### config.mk
export PLATFORM = sky130hd
export DESIGN_NAME = reset_controller_end_flat
export DESIGN_NICKNAME = d
export VERILOG_FILES = /design/src/pkg/reset_seq_pkg.sv /design/src/pkg/reset_link_if.sv /design/src/rtl/reset_controller_end.sv /design/src/flat_wrapper.sv
export VERILOG_INCLUDE_DIRS = /design/src /design/src/pkg
export SDC_FILE = /design/constraint.sdc
export NUM_CORES = 1
export LEC_CHECK = 0
export BUFFER_PORTS_ARGS = -buffer_cell sky130_fd_sc_hd__buf_4
export CAP_MARGIN = 10
export CORE_MARGIN = 5
export CORE_UTILIZATION = 30
export DETAILED_ROUTE_END_ITERATION = 12
export GPL_TIMING_DRIVEN = 0
export HOLD_SLACK_MARGIN = 0.05
export PLACE_DENSITY = 0.51
export SLEW_MARGIN = 20
export SYNTH_ARGS = -nofsm -noshare
export SYNTH_HDL_FRONTEND = slang
export SYNTH_SLANG_ARGS = --single-unit
### constraint.sdc
create_clock -name ref_clk -period 1.7 [get_ports ref_clk]
set_input_delay 0.255 -clock ref_clk [delete_from_list [all_inputs] [get_ports ref_clk]]
set_output_delay 0.255 -clock ref_clk [all_outputs]
set_load 0.01 [all_outputs]
### src/pkg/reset_seq_defines.svh
// Timing counts and constants shared by the reset sequencer ends
`ifndef RESET_SEQ_DEFINES_SVH
`define RESET_SEQ_DEFINES_SVH

// ==========================================================
// Widths
`define NUM_CORES 4
// ==========================================================
// Timing in main-clock cycles
`define CLK_PERIOD_NS 10
`define MIN_HOLD_CYCLES 9
`define HOLD_CYCLES 15
`define SETTLE_CYCLES 10
`define DEBUG_PULSE_CYCLES 4
`define CNT_W 5
// ==========================================================
// Peripheral clock-enable ratio, at least two
`define PERIPH_RATIO 2
`define PDIV_W 4

`endif

### src/pkg/reset_seq_pkg.sv
// Types for the reset sequencer
package reset_seq_pkg;

    // Reset kinds the controller can be asked to run
    typedef enum logic [2:0] {
        KIND_CLUSTER_POR,
        KIND_CLUSTER_SW,
        KIND_CORE_POR,
        KIND_CORE_SW,
        KIND_SIMD_POR,
        KIND_CLUSTER_DBG,
        KIND_CORE_DBG,
        KIND_WDOG
    } reset_kind_type;

    typedef enum logic [2:0] {
        ST_IDLE,
        ST_HOLD,
        ST_GATE,
        ST_RELEASE,
        ST_UNGATE,
        ST_PULSE
    } seq_state_type;

endpackage : reset_seq_pkg

### src/pkg/reset_link_if.sv
// Reset and clock-gate wires between the sequencer and the cluster
`timescale 1ns/1ps
`include "reset_seq_defines.svh"

interface reset_link_if;
    logic snoop_unit_rst_n;
    logic periph_block_rst_n;
    logic [`NUM_CORES-1:0] core_rst_n;
    logic [`NUM_CORES-1:0] simd_engine_rst_n;
    logic [`NUM_CORES-1:0] debug_logic_rst_n;
    logic [`NUM_CORES-1:0] watchdog_flag_rst_n;
    logic [`NUM_CORES-1:0] core_clock_gate;
    logic [`NUM_CORES-1:0] simd_clock_gate;
    logic peripheral_clock_en;

    modport sequencer (
        output snoop_unit_rst_n, periph_block_rst_n, core_rst_n, simd_engine_rst_n,
        output debug_logic_rst_n, watchdog_flag_rst_n, core_clock_gate, simd_clock_gate,
        output peripheral_clock_en
    );
    modport cluster (
        input snoop_unit_rst_n, periph_block_rst_n, core_rst_n, simd_engine_rst_n,
        input debug_logic_rst_n, watchdog_flag_rst_n, core_clock_gate, simd_clock_gate,
        input peripheral_clock_en
    );
endinterface : reset_link_if

### src/rtl/reset_controller_end.sv
// Controller end: runs the reset sequences onto the cluster's reset lines
// ==========================================================
// What this block does
// RULE1 - Four-bit vector selects target core
// RULE2 - Shared resets only for cluster resets
// RULE3 - Cluster power-on initialises everything
// RULE4 - Power-on reset at first power
// RULE5 - Release synchronous, clocks gated around it
// RULE6 - Hold resets at least nine cycles
// RULE7 - Power-on asserts all six resets
// RULE8 - Hold fifteen cycles recommended
// RULE9 - Gate clocks while resets held
// RULE10 - Wait ten, release, wait ten, ungate
// RULE11 - Cluster software reset spares debug
// RULE12 - Software sequence skips debug resets
// RULE13 - Per-core power-on resets core n
// RULE14 - Per-core resets, watchdog optional
// RULE15 - Per-core sequence uses same timing
// RULE16 - Per-core software reset skips debug
// RULE17 - SIMD reset uses SIMD lines only
// RULE18 - SIMD reset needs own power domain
// RULE19 - Cluster debug reset, clocks ungated
// RULE20 - Single-core debug reset, clocks ungated
// RULE21 - Watchdog reset clears one flag
// RULE22 - Peripheral enable at ratio two+
// RULE23 - Counts configurable, SIMD steps optional
`timescale 1ns/1ps
`include "reset_seq_defines.svh"

module reset_controller_end #(
    parameter bit SIMD_PRESENT = 1'b1,
    parameter int HOLD_CYCLES = `HOLD_CYCLES,
    parameter int SETTLE_CYCLES = `SETTLE_CYCLES
) (
    // Clock and reset
    input wire logic ref_clk,
    input wire logic sys_rst,
    // Request
    input wire logic reqValid,
    input wire reset_seq_pkg::reset_kind_type reqKind,
    input wire logic [`NUM_CORES-1:0] reqCore,
    input wire logic reqWdog,
    output logic busy_ff,
    output logic done_ff,
    // Link
    reset_link_if.sequencer link
);
    localparam logic [`CNT_W-1:0] HOLD_LAST =
        `CNT_W'((HOLD_CYCLES < `MIN_HOLD_CYCLES ? `MIN_HOLD_CYCLES : HOLD_CYCLES) - 1);
    localparam logic [`CNT_W-1:0] SETTLE_LAST = `CNT_W'(SETTLE_CYCLES - 1);
    localparam logic [`CNT_W-1:0] PULSE_LAST = `CNT_W'(`DEBUG_PULSE_CYCLES - 1);
    localparam logic [`NUM_CORES-1:0] ALL = {`NUM_CORES{1'b1}};

    reset_seq_pkg::seq_state_type state_ff;
    reset_seq_pkg::reset_kind_type kind_ff;
    logic [`NUM_CORES-1:0] sel_ff;
    logic [`CNT_W-1:0] cnt_ff;
    logic [`PDIV_W-1:0] pdiv_ff;
    logic [`NUM_CORES-1:0] coreRstN_ff, simdRstN_ff, dbgRstN_ff, wdRstN_ff, coreGate_ff, simdGate_ff;
    logic sharedRstN_ff, pclkEn_ff;

    // ==========================================================
    // Which lines a kind touches (active high masks)
    // RULE1 - Vector bit n selects core n
    function automatic logic [`NUM_CORES-1:0] tgt(input reset_seq_pkg::reset_kind_type k,
                                                 input logic [`NUM_CORES-1:0] s);
        tgt = (k == reset_seq_pkg::KIND_CLUSTER_POR || k == reset_seq_pkg::KIND_CLUSTER_SW ||
               k == reset_seq_pkg::KIND_CLUSTER_DBG) ? ALL : s;
    endfunction : tgt

    function automatic logic [`NUM_CORES-1:0] coreMask(input reset_seq_pkg::reset_kind_type k,
                                                      input logic [`NUM_CORES-1:0] s);
        // RULE16 - Software resets reset functional logic
        case (k)
            reset_seq_pkg::KIND_CLUSTER_POR, reset_seq_pkg::KIND_CLUSTER_SW,
            reset_seq_pkg::KIND_CORE_POR, reset_seq_pkg::KIND_CORE_SW: coreMask = tgt(k, s);
            default: coreMask = '0;
        endcase
    endfunction : coreMask

    function automatic logic [`NUM_CORES-1:0] simdMask(input reset_seq_pkg::reset_kind_type k,
                                                      input logic [`NUM_CORES-1:0] s);
        // RULE17 - SIMD reset touches SIMD lines only
        // RULE23 - SIMD steps skipped when absent
        if (!SIMD_PRESENT) begin
            simdMask = '0;
        end else if (k == reset_seq_pkg::KIND_SIMD_POR) begin
            simdMask = s;
        end else begin
            simdMask = coreMask(k, s);
        end
    endfunction : simdMask

    function automatic logic [`NUM_CORES-1:0] dbgMask(input reset_seq_pkg::reset_kind_type k,
                                                     input logic [`NUM_CORES-1:0] s);
        // RULE12 - Software resets never touch debug
        case (k)
            reset_seq_pkg::KIND_CLUSTER_POR, reset_seq_pkg::KIND_CORE_POR,
            reset_seq_pkg::KIND_CLUSTER_DBG, reset_seq_pkg::KIND_CORE_DBG: dbgMask = tgt(k, s);
            default: dbgMask = '0;
        endcase
    endfunction : dbgMask

    function automatic logic [`NUM_CORES-1:0] wdMask(input reset_seq_pkg::reset_kind_type k,
                                                    input logic [`NUM_CORES-1:0] s,
                                                    input logic w);
        // RULE14 - Per-core watchdog reset is optional
        case (k)
            reset_seq_pkg::KIND_CLUSTER_POR, reset_seq_pkg::KIND_CLUSTER_SW: wdMask = ALL;
            reset_seq_pkg::KIND_CORE_POR, reset_seq_pkg::KIND_CORE_SW: wdMask = w ? s : '0;
            reset_seq_pkg::KIND_WDOG: wdMask = s;
            default: wdMask = '0;
        endcase
    endfunction : wdMask

    // RULE2 - Shared resets only for cluster resets
    function automatic logic isCluster(input reset_seq_pkg::reset_kind_type k);
        isCluster = (k == reset_seq_pkg::KIND_CLUSTER_POR || k == reset_seq_pkg::KIND_CLUSTER_SW);
    endfunction : isCluster

    function automatic logic isPulse(input reset_seq_pkg::reset_kind_type k);
        isPulse = (k == reset_seq_pkg::KIND_CLUSTER_DBG || k == reset_seq_pkg::KIND_CORE_DBG ||
                   k == reset_seq_pkg::KIND_WDOG);
    endfunction : isPulse

    // ==========================================================
    // Sequence state
    // RULE4 - Power-on reset runs out of system reset
    always_ff @(posedge ref_clk) begin
        if (sys_rst) begin
            state_ff <= reset_seq_pkg::ST_HOLD;
            kind_ff <= reset_seq_pkg::KIND_CLUSTER_POR;
            sel_ff <= ALL;
            cnt_ff <= '0;
        end else begin
            case (state_ff)
                reset_seq_pkg::ST_IDLE: begin
                    cnt_ff <= '0;
                    if (reqValid) begin
                        kind_ff <= reqKind;
                        sel_ff <= reqCore;
                        state_ff <= isPulse(reqKind) ? reset_seq_pkg::ST_PULSE : reset_seq_pkg::ST_HOLD;
                    end
                end
                // RULE6 - Hold at least nine cycles
                // RULE8 - Fifteen by default
                reset_seq_pkg::ST_HOLD: begin
                    cnt_ff <= (cnt_ff == HOLD_LAST) ? '0 : cnt_ff + 1'b1;
                    if (cnt_ff == HOLD_LAST) begin
                        state_ff <= reset_seq_pkg::ST_GATE;
                    end
                end
                // RULE10 - Settle ten, release, settle ten
                reset_seq_pkg::ST_GATE: begin
                    cnt_ff <= (cnt_ff == SETTLE_LAST) ? '0 : cnt_ff + 1'b1;
                    if (cnt_ff == SETTLE_LAST) begin
                        state_ff <= reset_seq_pkg::ST_RELEASE;
                    end
                end
                reset_seq_pkg::ST_RELEASE: begin
                    cnt_ff <= (cnt_ff == SETTLE_LAST) ? '0 : cnt_ff + 1'b1;
                    if (cnt_ff == SETTLE_LAST) begin
                        state_ff <= reset_seq_pkg::ST_UNGATE;
                    end
                end
                // RULE19 - Debug and watchdog pulses, no gating
                reset_seq_pkg::ST_PULSE: begin
                    cnt_ff <= (cnt_ff == PULSE_LAST) ? '0 : cnt_ff + 1'b1;
                    if (cnt_ff == PULSE_LAST) begin
                        state_ff <= reset_seq_pkg::ST_UNGATE;
                    end
                end
                default: begin
                    state_ff <= reset_seq_pkg::ST_IDLE;
                end
            endcase
        end
    end

    // ==========================================================
    // Line drive, held active low like the pins
    // RULE7 - All six resets in power-on
    // RULE5 - Hold-sequence release only while clocks are gated; pulses release ungated
    // RULE20 - Debug pulse leaves gates off
    always_ff @(posedge ref_clk) begin
        if (sys_rst) begin
            coreRstN_ff <= '0;
            dbgRstN_ff <= '0;
            wdRstN_ff <= '0;
            sharedRstN_ff <= 1'b0;
            simdRstN_ff <= '0;
        end else if (state_ff == reset_seq_pkg::ST_IDLE && reqValid) begin
            coreRstN_ff <= ~coreMask(reqKind, reqCore);
            simdRstN_ff <= ~simdMask(reqKind, reqCore);
            dbgRstN_ff <= ~dbgMask(reqKind, reqCore);
            wdRstN_ff <= ~wdMask(reqKind, reqCore, reqWdog);
            sharedRstN_ff <= !isCluster(reqKind);
        end else if ((state_ff == reset_seq_pkg::ST_GATE && cnt_ff == SETTLE_LAST) ||
                     (state_ff == reset_seq_pkg::ST_PULSE && cnt_ff == PULSE_LAST)) begin
            coreRstN_ff <= ALL;
            simdRstN_ff <= ALL;
            dbgRstN_ff <= ALL;
            wdRstN_ff <= ALL;
            sharedRstN_ff <= 1'b1;
        end
    end

    // RULE9 - Gate clocks after the hold
    // RULE15 - Per-core gating uses index n only
    always_ff @(posedge ref_clk) begin
        if (sys_rst) begin
            coreGate_ff <= '0;
            simdGate_ff <= '0;
        end else if (state_ff == reset_seq_pkg::ST_HOLD && cnt_ff == HOLD_LAST) begin
            coreGate_ff <= coreMask(kind_ff, sel_ff);
            simdGate_ff <= simdMask(kind_ff, sel_ff);
        end else if (state_ff == reset_seq_pkg::ST_RELEASE && cnt_ff == SETTLE_LAST) begin
            coreGate_ff <= '0;
            simdGate_ff <= '0;
        end
    end

    always_ff @(posedge ref_clk) begin
        busy_ff <= sys_rst || state_ff != reset_seq_pkg::ST_IDLE;
        done_ff <= !sys_rst && state_ff == reset_seq_pkg::ST_UNGATE;
    end

    // RULE22 - Peripheral enable one in PERIPH_RATIO
    always_ff @(posedge ref_clk) begin
        if (sys_rst) begin
            pdiv_ff <= '0;
            pclkEn_ff <= 1'b0;
        end else begin
            pdiv_ff <= (pdiv_ff == `PDIV_W'(`PERIPH_RATIO - 1)) ? '0 : pdiv_ff + 1'b1;
            pclkEn_ff <= (pdiv_ff == `PDIV_W'(`PERIPH_RATIO - 1));
        end
    end

    assign link.core_rst_n = coreRstN_ff;
    assign link.simd_engine_rst_n = simdRstN_ff;
    assign link.debug_logic_rst_n = dbgRstN_ff;
    assign link.watchdog_flag_rst_n = wdRstN_ff;
    assign link.snoop_unit_rst_n = sharedRstN_ff;
    assign link.periph_block_rst_n = sharedRstN_ff;
    assign link.core_clock_gate = coreGate_ff;
    assign link.simd_clock_gate = simdGate_ff;
    assign link.peripheral_clock_en = pclkEn_ff;
endmodule : reset_controller_end

### src/flat_wrapper.sv
// flat-port wrapper written by rule: the top's interface ports become plain ports
module reset_controller_end_flat 
#(
    parameter bit SIMD_PRESENT = 1'b1,
    parameter int HOLD_CYCLES = `HOLD_CYCLES,
    parameter int SETTLE_CYCLES = `SETTLE_CYCLES
)
  (ref_clk, sys_rst, reqValid, reqKind, reqCore, reqWdog, busy_ff, done_ff, link_snoop_unit_rst_n, link_periph_block_rst_n, link_core_rst_n, link_simd_engine_rst_n, link_debug_logic_rst_n, link_watchdog_flag_rst_n, link_core_clock_gate, link_simd_clock_gate, link_peripheral_clock_en);
  reset_link_if link_i ();
  input wire logic ref_clk;
  input wire logic sys_rst;
  input wire logic reqValid;
  input wire reset_seq_pkg::reset_kind_type reqKind;
  input wire logic [`NUM_CORES-1:0] reqCore;
  input wire logic reqWdog;
  output logic busy_ff;
  output logic done_ff;
  output wire logic [$bits(link_i.snoop_unit_rst_n)-1:0] link_snoop_unit_rst_n;
  output wire logic [$bits(link_i.periph_block_rst_n)-1:0] link_periph_block_rst_n;
  output wire logic [$bits(link_i.core_rst_n)-1:0] link_core_rst_n;
  output wire logic [$bits(link_i.simd_engine_rst_n)-1:0] link_simd_engine_rst_n;
  output wire logic [$bits(link_i.debug_logic_rst_n)-1:0] link_debug_logic_rst_n;
  output wire logic [$bits(link_i.watchdog_flag_rst_n)-1:0] link_watchdog_flag_rst_n;
  output wire logic [$bits(link_i.core_clock_gate)-1:0] link_core_clock_gate;
  output wire logic [$bits(link_i.simd_clock_gate)-1:0] link_simd_clock_gate;
  output wire logic [$bits(link_i.peripheral_clock_en)-1:0] link_peripheral_clock_en;
  assign link_snoop_unit_rst_n = link_i.snoop_unit_rst_n;
  assign link_periph_block_rst_n = link_i.periph_block_rst_n;
  assign link_core_rst_n = link_i.core_rst_n;
  assign link_simd_engine_rst_n = link_i.simd_engine_rst_n;
  assign link_debug_logic_rst_n = link_i.debug_logic_rst_n;
  assign link_watchdog_flag_rst_n = link_i.watchdog_flag_rst_n;
  assign link_core_clock_gate = link_i.core_clock_gate;
  assign link_simd_clock_gate = link_i.simd_clock_gate;
  assign link_peripheral_clock_en = link_i.peripheral_clock_en;
  reset_controller_end #(.SIMD_PRESENT(SIMD_PRESENT), .HOLD_CYCLES(HOLD_CYCLES), .SETTLE_CYCLES(SETTLE_CYCLES)) u_core (.ref_clk(ref_clk), .sys_rst(sys_rst), .reqValid(reqValid), .reqKind(reqKind), .reqCore(reqCore), .reqWdog(reqWdog), .busy_ff(busy_ff), .done_ff(done_ff), .link(link_i));
endmodule
# Word-level counts from Yosys, hierarchy flattened
# Index checks and enable logic that the tools add are counted.
dict set report op_classes {
  reduce_logical 32
  addsub 2
  n_eq_ne 26
  n_bitwise 4
  mux 38
}
# operator n
set ops {}
lappend ops {{two-way mux 4 bit} 24}
lappend ops {{equality test 3 bit (second input constant)} 8}
lappend ops {{one-hot mux 5 bit (4 select lines)} 1}
lappend ops {{equality test 3 x 2 -> 1 bit (second input constant)} 6}
lappend ops {{two-way mux 3 bit} 6}
lappend ops {{NOT 4 bit} 4}
lappend ops {{two-way mux 5 bit} 3}
lappend ops {{one-hot mux 3 bit (5 select lines)} 1}
lappend ops {{one-hot mux 4 bit (3 select lines)} 1}
lappend ops {{OR reduction 4 bit} 3}
lappend ops {{equality test 5 x 4 -> 1 bit (second input constant)} 2}
lappend ops {{equality test 3 x 1 -> 1 bit (second input constant)} 3}
lappend ops {{logical NOT 3 bit} 3}
lappend ops {{logical OR 1 bit} 8}
lappend ops {{inequality test 2 bit (second input constant)} 4}
lappend ops {{OR reduction 2 bit} 4}
lappend ops {{logical AND 1 bit} 6}
lappend ops {{adder 5 x 1 -> 5 bit (second input constant)} 1}
lappend ops {{equality test 5 x 2 -> 1 bit (second input constant)} 1}
lappend ops {{AND reduction 5 bit} 1}
lappend ops {{adder 4 x 1 -> 4 bit (second input constant)} 1}
lappend ops {{equality test 4 x 1 -> 1 bit (second input constant)} 1}
lappend ops {{nonzero test 2 bit} 2}
lappend ops {{nonzero test 4 bit} 1}
lappend ops {{5 further kinds} 7}
dict set report totals {
  out_inout_bits 29
  reg_bits 47
  inputBits 11
  wordCells 117
}

# Longest topological paths before layout
# Gate-level depths: netlist of the first run.
dict set report logic_depth {
  word_depth 10
  depth_mapped 7
}

# Least setup slack after synthesis of the first run
# Ideal clock, no wire load.
dict set report synth_path {
  path_type {reg2reg}
  startpoint {register u_core.cnt_ff[0]}
  endpoint {register u_core.state_ff[0]}
  setup_ps 124
  required_time_ps 1576
  setup_slack_ps -4
  t_arrival_ps 1580
  path_stages_with_launch 6
  cell_sequence {dfxtp_1 > ha_1 > nor4b_2 > nor2_1 > or2_0 > a2111o_1}
}
dict set report synth_via {
  elab_chain_len 3
  word_cells_on_any_way 8
}
# element line_no
set synth_lines {}
lappend synth_lines {{from (decl)} reset_controller_end.sv:57} ;# logic [`CNT_W-1:0] cnt_ff;
lappend synth_lines {{from (signal assigned)} reset_controller_end.sv:148} ;# cnt_ff <= (cnt_ff == HOLD_LAST) ? '0 : cnt_ff + 1'b1;
lappend synth_lines {{from (signal assigned)} reset_controller_end.sv:155} ;# cnt_ff <= (cnt_ff == SETTLE_LAST) ? '0 : cnt_ff + 1'b1;
lappend synth_lines {{from (signal assigned)} reset_controller_end.sv:161} ;# cnt_ff <= (cnt_ff == SETTLE_LAST) ? '0 : cnt_ff + 1'b1;
lappend synth_lines {{equality test 5 x 2 -> 1 bit (tied with other cells)} reset_controller_end.sv:169} ;# if (cnt_ff == PULSE_LAST) begin
lappend synth_lines {{inequality test 2 x 1 -> 1 bit (no source line) / inequality test 2 bit (equally long branches)} n/a}
lappend synth_lines {{AND reduction 5 bit (no source line) *} n/a}
lappend synth_lines {{to (signal assigned)} reset_controller_end.sv:163} ;# state_ff <= reset_seq_pkg::ST_UNGATE;
lappend synth_lines {{to (signal assigned)} reset_controller_end.sv:170} ;# state_ff <= reset_seq_pkg::ST_UNGATE;
lappend synth_lines {{to (signal assigned)} reset_controller_end.sv:174} ;# state_ff <= reset_seq_pkg::ST_IDLE;
lappend synth_lines {{to (decl)} reset_controller_end.sv:54} ;# reset_seq_pkg::seq_state_type state_ff;
# Every way passes the cells marked *; elsewhere a longest branch is shown, timed or not.
# A chain may end at the register's enable or synchronous reset.

# Worst setup path in the final report of the first run
dict set report layout_path {
  startpoint {register u_core.cnt_ff[0]}
  endpoint {register u_core.dbgRstN_ff[1] (netlist: u_core.link.debug_logic_rst_n[1])}
}
dict set report layout_via {
  elab_chain_len 4
  word_cells_on_any_way 6
}
# element line_no
set layout_lines {}
lappend layout_lines {{equality test 5 x 4 -> 1 bit / equality test 5 x 2 -> 1 bit (equally long branches)} {reset_controller_end.sv:198, reset_controller_end.sv:199}}
lappend layout_lines {{logical AND 1 bit, on equally long branches} {reset_controller_end.sv:198, reset_controller_end.sv:199}}
lappend layout_lines {{logical OR 1 bit *} reset_controller_end.sv:198} ;# end else if ((state_ff == reset_seq_pkg::ST_GATE && cnt_ff == SETTLE_LAST) ||
lappend layout_lines {{nonzero test 2 bit (no source line) *} n/a}
lappend layout_lines {{to (signal assigned)} reset_controller_end.sv:195} ;# dbgRstN_ff <= ~dbgMask(reqKind, reqCore);
lappend layout_lines {{to (decl)} reset_controller_end.sv:59} ;# logic [`NUM_CORES-1:0] coreRstN_ff, simdRstN_ff, dbgRstN_ff, wdRstN_ff, coreGate_ff, simdGate_ff;
# Marked as above.

==> results of run 1 <==
==> layer usage <==
layer,routed length [µm],track usage
met4,86,0.04447
met2,2449,0.2002
met3,231,0.02948
met5,0,0
met1,2586,0.1685
==> worst min path at each step <==
stage | endpoint | from | depth (start not counted) | slack, ns
final | u_core.sel_ff[3] | reqCore[3] | 2 | 0.19
after global routing | u_core.sel_ff[3] | reqCore[3] | 2 | 0.17
after CTS | u_core.sel_ff[3] | reqCore[3] | 2 | 0.18
after detailed placement | u_core.link.simd_clock_gate[1] | u_core.link.simd_clock_gate[1] | 1 | 0.45
after global placement | u_core.link.watchdog_flag_rst_n[1] | u_core.link.watchdog_flag_rst_n[1] | 1 | 0.45
after floorplan | u_core.busy_ff | sys_rst | 2 | 0.36
==> kinds of logic (layout without fill, tap and decap cells) <==
| family | count (synthesis) | in the layout | synth area share |
|---|---|---|---|
| and+or+nand+nor | 70 | 70 | 0.1718 |
| adders and majority gates | 5 | 5 | 0.02892 |
| DFF | 47 | 47 | 0.4349 |
| xor gates and xnor gates | 2 | 2 | 0.008099 |
| AOI/OAI and AO/OA | 82 | 82 | 0.2770 |
| buffers and inverters | 30 | 79 | 0.05957 |
| muxes | 4 | 4 | 0.01966 |
==> Yosys cell counts, types with 2 or more instances <==
cell | n | share of area
o21bai_1 | 4 | 0.014
nand4b_1 | 2 | 0.0081
mux2_2 | 2 | 0.010
a211o_1 | 4 | 0.016
a21oi_1 | 23 | 0.053
a2111oi_0 | 2 | 0.0081
o21a_1 | 12 | 0.042
nand2b_1 | 4 | 0.012
dfxtp_1 | 47 | 0.43
buf_2 | 4 | 0.0093
clkbuf_1 | 11 | 0.019
nor4b_1 | 2 | 0.0081
a22o_1 | 5 | 0.020
a31oi_1 | 3 | 0.0087
a211oi_1 | 5 | 0.017
a221oi_1 | 5 | 0.020
ha_1 | 5 | 0.029
and3_1 | 2 | 0.0058
nand2_1 | 15 | 0.026
nor3_1 | 7 | 0.016
inv_1 | 13 | 0.023
o2bb2ai_1 | 7 | 0.028
o21ai_0 | 4 | 0.0093
a21boi_0 | 3 | 0.010
nor2_1 | 21 | 0.036
nand3_1 | 4 | 0.0093
nor2b_1 | 4 | 0.012
mux2i_1 | 2 | 0.0093
==> sequential cells by signal, indices dropped and copies added (netlist names), 3 cells and up <==
name / flops
u_core.link.core_rst_n: 4
u_core.pdiv_ff: 4
u_core.kind_ff: 3
u_core.state_ff: 3
u_core.link.simd_engine_rst_n: 4
u_core.link.core_clock_gate: 4
u_core.link.simd_clock_gate: 4
u_core.sel_ff: 4
u_core.link.debug_logic_rst_n: 4
u_core.link.watchdog_flag_rst_n: 4
u_core.cnt_ff: 5
==> what timing repair did <==
item	4_1_cts	5_1_grt
pin swaps	4	10
setup endpoints to repair	33	36
gates resized for setup	10	26
setup buffers	3	1
==> layout make-up <==
type	instances	area, µm²	share of cell area
well taps	99	123.9	0.04394
clock inverters	1	8.758	0.003107
clock buffers	7	86.33	0.03063
multi-input cells	163	1202	0.4265
inverters	13	48.80	0.01731
plain buffers	16	83.83	0.02974
repair buffers	42	315.3	0.1119
flip-flops and latches	47	949.7	0.3369
==> cells in the final DEF (no fill, tap or decap), drive strengths merged, types with 5 or more instances in the layout <==
cell / netlist / routed
o21a: 12 / 12
dfxtp: 47 / 47
a21oi: 24 / 24
a221oi: 5 / 5
clkbuf: 11 / 17
a22o: 5 / 5
ha: 5 / 5
o2bb2ai: 7 / 7
inv: 13 / 13
buf: 6 / 48
nor3: 7 / 7
nand2: 15 / 15
a211oi: 5 / 5
nor2: 21 / 21
==> power groups by stage <==
| stage | Sequential, mW | Combinational (mW) | Clock (mW) |
|---|---|---|---|
| global placement | 1.44 | 1.01 | 0 |
| detailed placement | 1.44 | 1.03 | 0 |
| CTS | 1.43 | 1.09 | 0.750 |
| global route | 1.47 | 1.33 | 0.788 |
| finish | 1.44 | 1.18 | 0.705 |
| floorplan | 1.45 | 0.667 | 0 |
==> metrics.md, run 1 <==
| Metric | Value |
|---|---|
| Crit. End Element | flop |
| Worst path cell trace | ha_1 -> and4bb_4 -> mux2i_2 -> o31a_4 -> a221oi_2 |
| Fraction of registers with async set/reset | 0 |
| Sink Count | between 40 and 50 |
| # placed instances | about 380 |
| Int Pwr | approximately 2.2 mW |
| Initial drt markers | between 60 and 70 |
| Core area | 7137 µm² |
| Post-route antenna net violation count | 0 |
| Post-Syn Nets | 256 |
| Initial antenna violation count | 0 |
| Post-detail-place hpwl | 3814 µm |
| DIE HEIGHT | 94.92 µm |
| Slowest stage delay, CP | 0.40 ns |
| Global route overflow | 0 |
| Slew Limit Fails | 0 |
| Post-Syn Area per Cell | ~9.0 µm² |
| Root Buffer | clkbuf_8 |
| Power Density | 1180 nW/µm² |
| Drt first pass iters | 4 |
| First-pass GRT wire length | 9004 µm |
| Residual DRC count | 0 |
| Tcrit/Tclk final | 1.022 |
| Status | finished, violations left |
| Die W | ~95 µm |
| Worst vdd ir | between 0.0004 and 0.0005 V |
| Share of layout cells above drive strength 1 | 0.2976 |
| Final setup margin | -0.03777 ns |
| Failing checks | setup timing |
| Synth cell types | between 40 and 50 |
| Post-route cell area | around 2800 µm² |
| Register share of total power | 0.433 |
| Worst reg2reg startpoint | u_core.cnt_ff[0] |
| CTS H-tree lvls | 2 |
| Routed WL per cell | about 14 µm |
| CP endpoint | u_core.link.debug_logic_rst_n[1] |
| # rows | 31 |
| R2R setup slack | -0.04 ns |
| Filler Cells Inserted | roughly 790 |
| Fin nets | between 300 and 400 |
| CP required | between 1.5 and 2 ns |
| Syn Inst Count | 240 |
| Crit path buf inv count | 0 |
| CTS tree | yes |
| Syn Std Cell Area | between 2000 and 2500 µm² |
| CTS max path bufs | 2 |
| Worst path depth | 5 |
| Worst r2r path cells | 5 |
| Num ports | 40 |
| Hold Vio Cnt, Final | 0 |
| Area growth syn-to-layout | 30.31% |
| Final setup viols | 5 |
| Setup TNS | -0.09694 ns |
| Detailed-route wire length | 5353 µm |
| Yosys reg bits | between 40 and 50 |
| Ys flop type | dfxtp_1 |
| IO Port Bufs | 38 |
| Die footprint | about 9000 µm² |
| Vias in the first global route | ~1800 |
| Slew headroom | 0.5159 |
| FF-to-FF End | u_core.link.debug_logic_rst_n[1] |
| Non-Filler Instances | slightly below 400 |
| Gpl congestion | between 0.7 and 0.8 |
| N_diodes | 0 |
| Gr usage total | 0.1267 |
| Top delay family on crit path | compound AO/OA/AOI/OAI gates |
| Comb pwr share | 0.355 |
| Largest net degree at the start of global routing | 15 |
| Switching Share | 0.3387 |
| RSZ-0062 raised after global routing | yes |
| Placed Area | between 2000 and 3000 µm² |
| Tmin final | roughly 1.7 ns |
| Worst Setup Path Type | reg2reg |
| Crit-path max FO | 6 |
| CTS Buf Count | 5 |
| Post-Place Worst Slack | -0.1838 ns |
| Post-Route Utilization | 0.3950 |
| Achievable Freq | 575.5 MHz |
| Net Sw Power | 1.127 mW |
| Clock network fraction of total power | 0.212 |
| Vias | approximately 1900 |
| Pleak | between 1 and 1.5 nW |
| Via-per-instance ratio | 4.876 |
| Least-Margin Pin Slew | between 0.7 and 0.8 ns |
| Initial Utilization | 0.3031 |
| Post-synth EDFFs | 0 |
| Sequential area share after synthesis | 0.4349 |
| Setup Skew | 0.004659 ns |
| Highest-delay cell along the critical path | dfxtp_4 |
| CP Launch Type | flop |
| Final hold slack | 0.1922 ns |
| Final Total Pwr | roughly 3.3 mW |
| Hold WC Path Type | in2reg |
| Warning count from the yosys run | 0 |
| Critical path origin | u_core.cnt_ff[0] |
| Reg clk slew, reported paths | ~0.090 ns |
| Arr. time, crit path | 1.94 ns |
| Worst-skew pair later-pin latency | between 0.2 and 0.3 ns |
| Hold buffers post-CTS | 0 |
| Maxcap violations | 0 |
No activity file was read; power rests on OpenSTA's default activity.
==> run 2, diff against run 1 <==
--- a/config.mk
+++ b/config.mk
@@ -13,6 +13,7 @@
 export DETAILED_ROUTE_END_ITERATION = 12
 export GPL_TIMING_DRIVEN = 0
 export HOLD_SLACK_MARGIN = 0.05
+export MAX_ROUTING_LAYER = met4
 export PLACE_DENSITY = 0.51
 export SLEW_MARGIN = 20
 export SYNTH_ARGS = -nofsm -noshare
==> run 2 against run 1 <==
The flow still finishes with violations (setup timing). Core utilization unchanged. Global-route usage up 0.33 points. Via count stayed put. Routed wire length fell by 0.13%. Design area unchanged. Clock power grew 0.6%. First-iteration DRC count is 11% lower. Sequential cell count unchanged. Worst hold slack improved by 0.0016 ns. Maximum frequency down 0.26%. Clock skew about the same. Highest routed layer unchanged.
==> metrics.md, run 2 (synthesis results as in run 1) <==
| Metric | Value |
|---|---|
| Crit. End Element | flop |
| N_diodes | 0 (unchanged) |
| Die footprint | 9010 µm² (unchanged) |
| Largest Register | u_core.cnt_ff |
| Via-per-instance ratio | 4.876 (unchanged) |
| Met3 Usage GRT | 0.02550 (-0.003984) |
| RSZ-0062 raised after global routing | yes |
| Met1 GRT Util | 0.1690 (+0.0004843) |
| Footprint of the multi-input gates | 1202 µm² (unchanged) |
| Setup TNS | -0.1164 ns (-0.01948 ns) |
| Maxcap violations | 0 (unchanged) |
| Vias | 1892 (unchanged) |
| Drt first pass iters | 4 (unchanged) |
| Arr. time, crit path | 1.95 ns (about the same) |
| Post-detail-place hpwl | 3814 µm (unchanged) |
| Status | finished, violations left |
| CTS H-tree lvls | 2 (unchanged) |
| Hold Vio Cnt, Final | 0 (unchanged) |
| Post-route cell area | 2819 µm² (unchanged) |
| GR Util met2 | 0.2014 (+0.001174) |
| Failing checks | setup timing |
| Power Density | 1182 nW/µm² (+0.15%) |
| Crit-path max FO | 6 (unchanged) |
| First-pass GRT wire length | 8997 µm (about the same) |
| Reg area | 949.7 µm² (unchanged) |
| # rows | 31 (unchanged) |
| Worst-skew pair later-pin latency | 0.29 ns (about the same) |
| Hold WC Path Type | in2reg |
| Final setup viols | 5 (unchanged) |
| Tmin final | 1.742 ns (+0.004600 ns) |
| Global route overflow | 0 (unchanged) |
| Worst Setup Path Type | reg2reg |
| Commonest non-fill, non-tap cell in the layout | buf_4 |
| Fin nets | 304 (unchanged) |
| Least-Margin Pin Slew | 0.7217 ns (-0.004470 ns) |
| Reg clk slew, reported paths | 0.09 ns (about the same) |
| Worst vdd ir | 0.0004336 V (about the same) |
| Pleak | 1.099 nW (unchanged) |
| Root Buffer | clkbuf_8 |
| CP Launch Type | flop |
| Sink Count | 47 (unchanged) |
| Slew Limit Fails | 0 (unchanged) |
| Detailed-route wire length | 5346 µm (-0.13%) |
| Most frequent cells in the layout | buf_4, dfxtp_1, a21oi_1 |
| Routed WL per cell | 13.78 µm (-0.13%) |
| Die W | 94.92 µm (unchanged) |
| Hold buffers post-CTS | 0 (unchanged) |
| Gr usage total | 0.1300 (+0.003293) |
| Post-route antenna net violation count | 0 (unchanged) |
| IO Port Bufs | 38 (unchanged) |
| Core area | 7137 µm² (unchanged) |
| Achievable Freq | 573.9 MHz (-0.26%) |
| Vias in the first global route | 1830 (-0.055%) |
| Largest register FFs | 5 (unchanged) |
| Post-Place Worst Slack | -0.1838 ns (unchanged) |
| Num ports | 40 (unchanged) |
| Slew headroom | 0.5189 (+0.002980) |
| Area growth syn-to-layout | 30.31% (unchanged) |
| Initial Utilization | 0.3031 (unchanged) |
| CP required | 1.91 ns (about the same) |
| CTS Buf Count | 5 (unchanged) |
| GRT busiest layer | met2 |
| CTS max path bufs | 2 (unchanged) |
| Final setup margin | -0.04237 ns (-0.004600 ns) |
| Gpl congestion | 0.8059 (+1.4%) |
| Final Total Pwr | 3.331 mW (+0.15%) |
| Placed Area | 2575 µm² (unchanged) |
| Share of layout cells above drive strength 1 | 0.2976 (unchanged) |
| Largest net degree at the start of global routing | 15 (unchanged) |
| CTS tree | yes |
| Setup Skew | 0.004925 ns (+0.0002665 ns) |
| Initial drt markers | 56 (-11%) |
| Residual DRC count | 0 (unchanged) |
| DIE HEIGHT | 94.92 µm (unchanged) |
| Tcrit/Tclk final | 1.025 (+0.002706) |
| Filler Cells Inserted | 788 (unchanged) |
| Initial antenna violation count | 0 (unchanged) |
[run 2: cell counts in the layout (fill, tap and decap cells not counted)]
No cell type changed its count.
[run 2: final cells by class]
| class | count | share of cell area |
|---|---|---|
| clock buffers | 7 | 0.03063 |
| flip-flops and latches | 47 | 0.3369 |
| well taps | 99 | 0.04394 |
| clock inverters | 1 | 0.003107 |
| inverters | 13 | 0.01731 |
| repair buffers | 42 | 0.1119 |
| multi-input cells | 163 | 0.4265 |
| plain buffers | 16 | 0.02974 |
[run 2: power by group]
part | switching, mW | total [mW] | internal (mW)
sequential | 0.150 | 1.44 | 1.29
clock | 0.375 | 0.709 | 0.334
combinational | 0.606 | 1.18 | 0.577
total | 1.13 | 3.33 | 2.20
[run 2: worst paths after layout]
path	from	endpoint	slack, ns	depth (start not counted)
max	u_core.cnt_ff[0]	u_core.link.debug_logic_rst_n[1]	-0.04	5
min	reqCore[3]	u_core.sel_ff[3]	0.19	2
max reg2reg	u_core.cnt_ff[0]	u_core.link.debug_logic_rst_n[1]	-0.04	5
min reg2reg	u_core.kind_ff[0]	u_core.kind_ff[0]	0.48	2
[run 2: per-layer routing]
layer  part of all wire  wire length, µm  vias to the layer above
met5                  0                0                        -
met4              0.013               72                        0
met3              0.035              188                        7
met2               0.46             2443                       44
met1               0.49             2642                      876
li1                   -                -                      965
[run 2: per-stage QoR]
stage          hold WS (ns)  instances    util
3_5_place_dp         0.4533        377  0.3608
2_1_floorplan        0.3598        240       -
6_report             0.1938        388  0.3950
3_3_place_gp         0.4538        377  0.3608
5_1_grt              0.1745        388  0.3950
4_1_cts              0.1766        388  0.3813
[run 2: repair_timing]
action	4_1_cts	5_1_grt
endpoints found under the setup margin	33	36
resized for setup	10	26
endpoints found under the hold margin	0	0
cloned	0	0
setup buffers	3	1
pin swaps	4	10
[run 2: critical path: stages (launching register included)]
cell and delay (ns):
dfxtp_4 0.40, ha_1 0.15, and4bb_4 0.31, mux2i_2 0.11, o31a_4 0.40, a221oi_2 0.28
==> run 3, diff against run 2 <==
--- a/config.mk
+++ b/config.mk
@@ -12,9 +12,9 @@
 export CORE_UTILIZATION = 30
 export DETAILED_ROUTE_END_ITERATION = 12
 export GPL_TIMING_DRIVEN = 0
-export HOLD_SLACK_MARGIN = 0.05
 export MAX_ROUTING_LAYER = met4
 export PLACE_DENSITY = 0.51
+export RECOVER_POWER = 25
 export SLEW_MARGIN = 20
 export SYNTH_ARGS = -nofsm -noshare
 export SYNTH_HDL_FRONTEND = slang
==> run 3 against run 2 <==
Non-clock buffer count did not move. Final cell count did not move. Register-to-register slack about the same. Critical endpoint unchanged. Count of clock-buffer cells in the layout stayed put. Die area stayed put. Via count down 0.21%. Maximum frequency grew 0.16%. Core utilization fell by 0.68 points. Largest cell class unchanged. The flow still finishes with violations (setup timing).
==> metrics.md, run 3 (synthesis results as in run 1) <==
| Metric | Value |
|---|---|
| Status | finished, violations left |
| Failing checks | setup timing |
| N_diodes | 0 (unchanged) |
| First-pass GRT wire length | 8997 µm (unchanged) |
| Slowest stage delay, CP | 0.40 ns (about the same) |
| Post-Route Utilization | 0.3881 (-0.006837) |
| CTS H-tree lvls | 2 (unchanged) |
| Core area | 7137 µm² (unchanged) |
| Post-Place Worst Slack | -0.1838 ns (unchanged) |
| Vias | 1888 (-0.21%) |
| Crit-path max FO | 6 (unchanged) |
| CTS Buf Count | 5 (unchanged) |
| Tcrit/Tclk final | 1.023 (-0.001652) |
| Worst Setup Path Type | reg2reg |
| Crit path buf inv count | 0 (unchanged) |
| Hold Path Depth | 2 (unchanged) |
| Hold Vio Cnt, Final | 0 (unchanged) |
| Tmin final | 1.740 ns (-0.002809 ns) |
| Int Pwr | 2.183 mW (-0.76%) |
| Share of layout cells above drive strength 1 | 0.2526 (-0.04498) |
| Routed WL per cell | 13.78 µm (about the same) |
| Worst-skew pair later-pin latency | 0.29 ns (about the same) |
| DIE HEIGHT | 94.92 µm (unchanged) |
| Sink Count | 47 (unchanged) |
| Largest register FFs | 5 (unchanged) |
| Slew headroom | 0.5187 (about the same) |
| Highest-delay cell along the critical path | dfxtp_4 |
| RSZ-0062 raised after global routing | yes |
| Top delay family on crit path | compound AO/OA/AOI/OAI gates |
| CTS max path bufs | 2 (unchanged) |
| Fin nets | 304 (unchanged) |
| Register share of total power | 0.434 (+0.002) |
| Final setup margin | -0.03956 ns (+0.002809 ns) |
| Crit. End Element | flop |
| Worst vdd ir | 0.0004328 V (-0.18%) |
| Clock network fraction of total power | 0.214 (about the same) |
| Worst path cell trace | ha_1 -> and4bb_4 -> mux2i_2 -> o31a_4 -> a221oi_2 |
| Gpl congestion | 0.8059 (unchanged) |
| Residual DRC count | 0 (unchanged) |
| Comb pwr share | 0.352 (-0.003) |
| Maxcap violations | 0 (unchanged) |
| CP required | 1.91 ns (about the same) |
| Largest Register | u_core.cnt_ff |
| Final setup viols | 5 (unchanged) |
| Initial Utilization | 0.3031 (unchanged) |
| Least-Margin Pin Slew | 0.7220 ns (+0.0003080 ns) |
| Setup Skew | 0.005198 ns (+0.0002726 ns) |
| Initial drt markers | 57 (+1.8%) |
| Gr usage total | 0.1300 (unchanged) |
| Final hold slack | 0.1937 ns (-0.0001030 ns) |
| Area growth syn-to-layout | 28.05% |
| # rows | 31 (unchanged) |
| Reg clk slew, reported paths | 0.09 ns (about the same) |
| Global route overflow | 0 (unchanged) |
| Achievable Freq | 574.9 MHz (+0.16%) |
| Drt first pass iters | 4 (unchanged) |
| Setup TNS | -0.1096 ns (+0.006820 ns) |
| Num ports | 40 (unchanged) |
| CP Launch Type | flop |
| Switching Share | 0.3410 (+0.001334) |
| Worst path depth | 5 (unchanged) |
| Hold WC Path Type | in2reg |
| Placed Area | 2575 µm² (unchanged) |
| Detailed-route wire length | 5347 µm (about the same) |
| Initial antenna violation count | 0 (unchanged) |
| Net Sw Power | 1.130 mW (-0.17%) |
| Post-detail-place hpwl | 3814 µm (unchanged) |
| CTS tree | yes |
| Power Density | 1196 nW/µm² (+1.2%) |
| Largest net degree at the start of global routing | 15 (unchanged) |
| Post-route cell area | 2770 µm² (-1.7%) |
| Post-route antenna net violation count | 0 (unchanged) |
| Root Buffer | clkbuf_8 |
| Die footprint | 9010 µm² (unchanged) |
| Pleak | 1.045 nW (-4.9%) |
| Die W | 94.92 µm (unchanged) |
| Arr. time, crit path | 1.95 ns (about the same) |
| Slew Limit Fails | 0 (unchanged) |
| Commonest non-fill, non-tap cell in the layout | dfxtp_1 |
| IO Port Bufs | 38 (unchanged) |
| Via-per-instance ratio | 4.866 (-0.21%) |
| Worst r2r path cells | 5 (unchanged) |
| Vias in the first global route | 1830 (unchanged) |
| Most frequent cells in the layout | dfxtp_1, buf_4, a21oi_1 |
-- run 3: cell types whose count changed in the layout (fill, tap and decap cells not counted) --
cell	delta
buf_4	-13
clkbuf_1	+13
-- run 3: power groups by stage --
stage	sequential [mW]	combinational, mW	clock [mW]
2_1_floorplan	1.45	0.667	0
3_3_place_gp	1.44	1.01	0
3_5_place_dp	1.44	1.03	0
4_1_cts	1.43	1.09	0.750
5_1_grt	1.47	1.31	0.788
6_report	1.44	1.17	0.709
-- run 3: final timing paths --
kind / slack [ns] / startpoint / end
max: -0.04 / u_core.cnt_ff[0] / u_core.link.debug_logic_rst_n[1]
min: 0.19 / reqCore[3] / u_core.sel_ff[3]
max reg2reg: -0.04 / u_core.cnt_ff[0] / u_core.link.debug_logic_rst_n[1]
min reg2reg: 0.47 / u_core.link.watchdog_flag_rst_n[0] / u_core.link.watchdog_flag_rst_n[0]
-- run 3: through the flow --
stage	instances	total power, mW
global route	388	3.568
detailed placement	377	2.470
finish	388	3.313
CTS	388	3.263
global placement	377	2.450
floorplan	240	2.118
-- run 3: timing repair --
action,CTS,global route
resized for setup,10,26
hold buffers,0,0
endpoints found under the setup margin,33,36
pin swaps,4,10
setup buffers,3,1
-- run 3: cell type report --
class | count | area (µm²)
clock buffer | 7 | 86.33
fill | 795 | 4367
tap | 99 | 123.9
inverter | 13 | 48.80
clock inverter | 1 | 8.758
sequential | 47 | 949.7
timing repair buffer | 42 | 266.5
multi-input combinational | 163 | 1202
buffer | 16 | 83.83
-- run 3: worst register-to-register path, delay by kind of cell (launching register included) --
family                     cells  cell delay (ns)
adders and majority gates      1             0.16
muxes                          1             0.11
DFF                            1             0.40
AOI/OAI and AO/OA              2             0.68
and+or+nand+nor                1             0.31
-- run 3: metal layers --
| metal | up-vias | wire, µm | GRT usage |
|---|---|---|---|
| met1 | 874 | 2622 | 0.1690 |
| met5 | - | 0 | - |
| li1 | 965 | - | - |
| met3 | 7 | 209 | 0.02550 |
| met4 | 0 | 72 | 0.04447 |
| met2 | 42 | 2443 | 0.2014 |
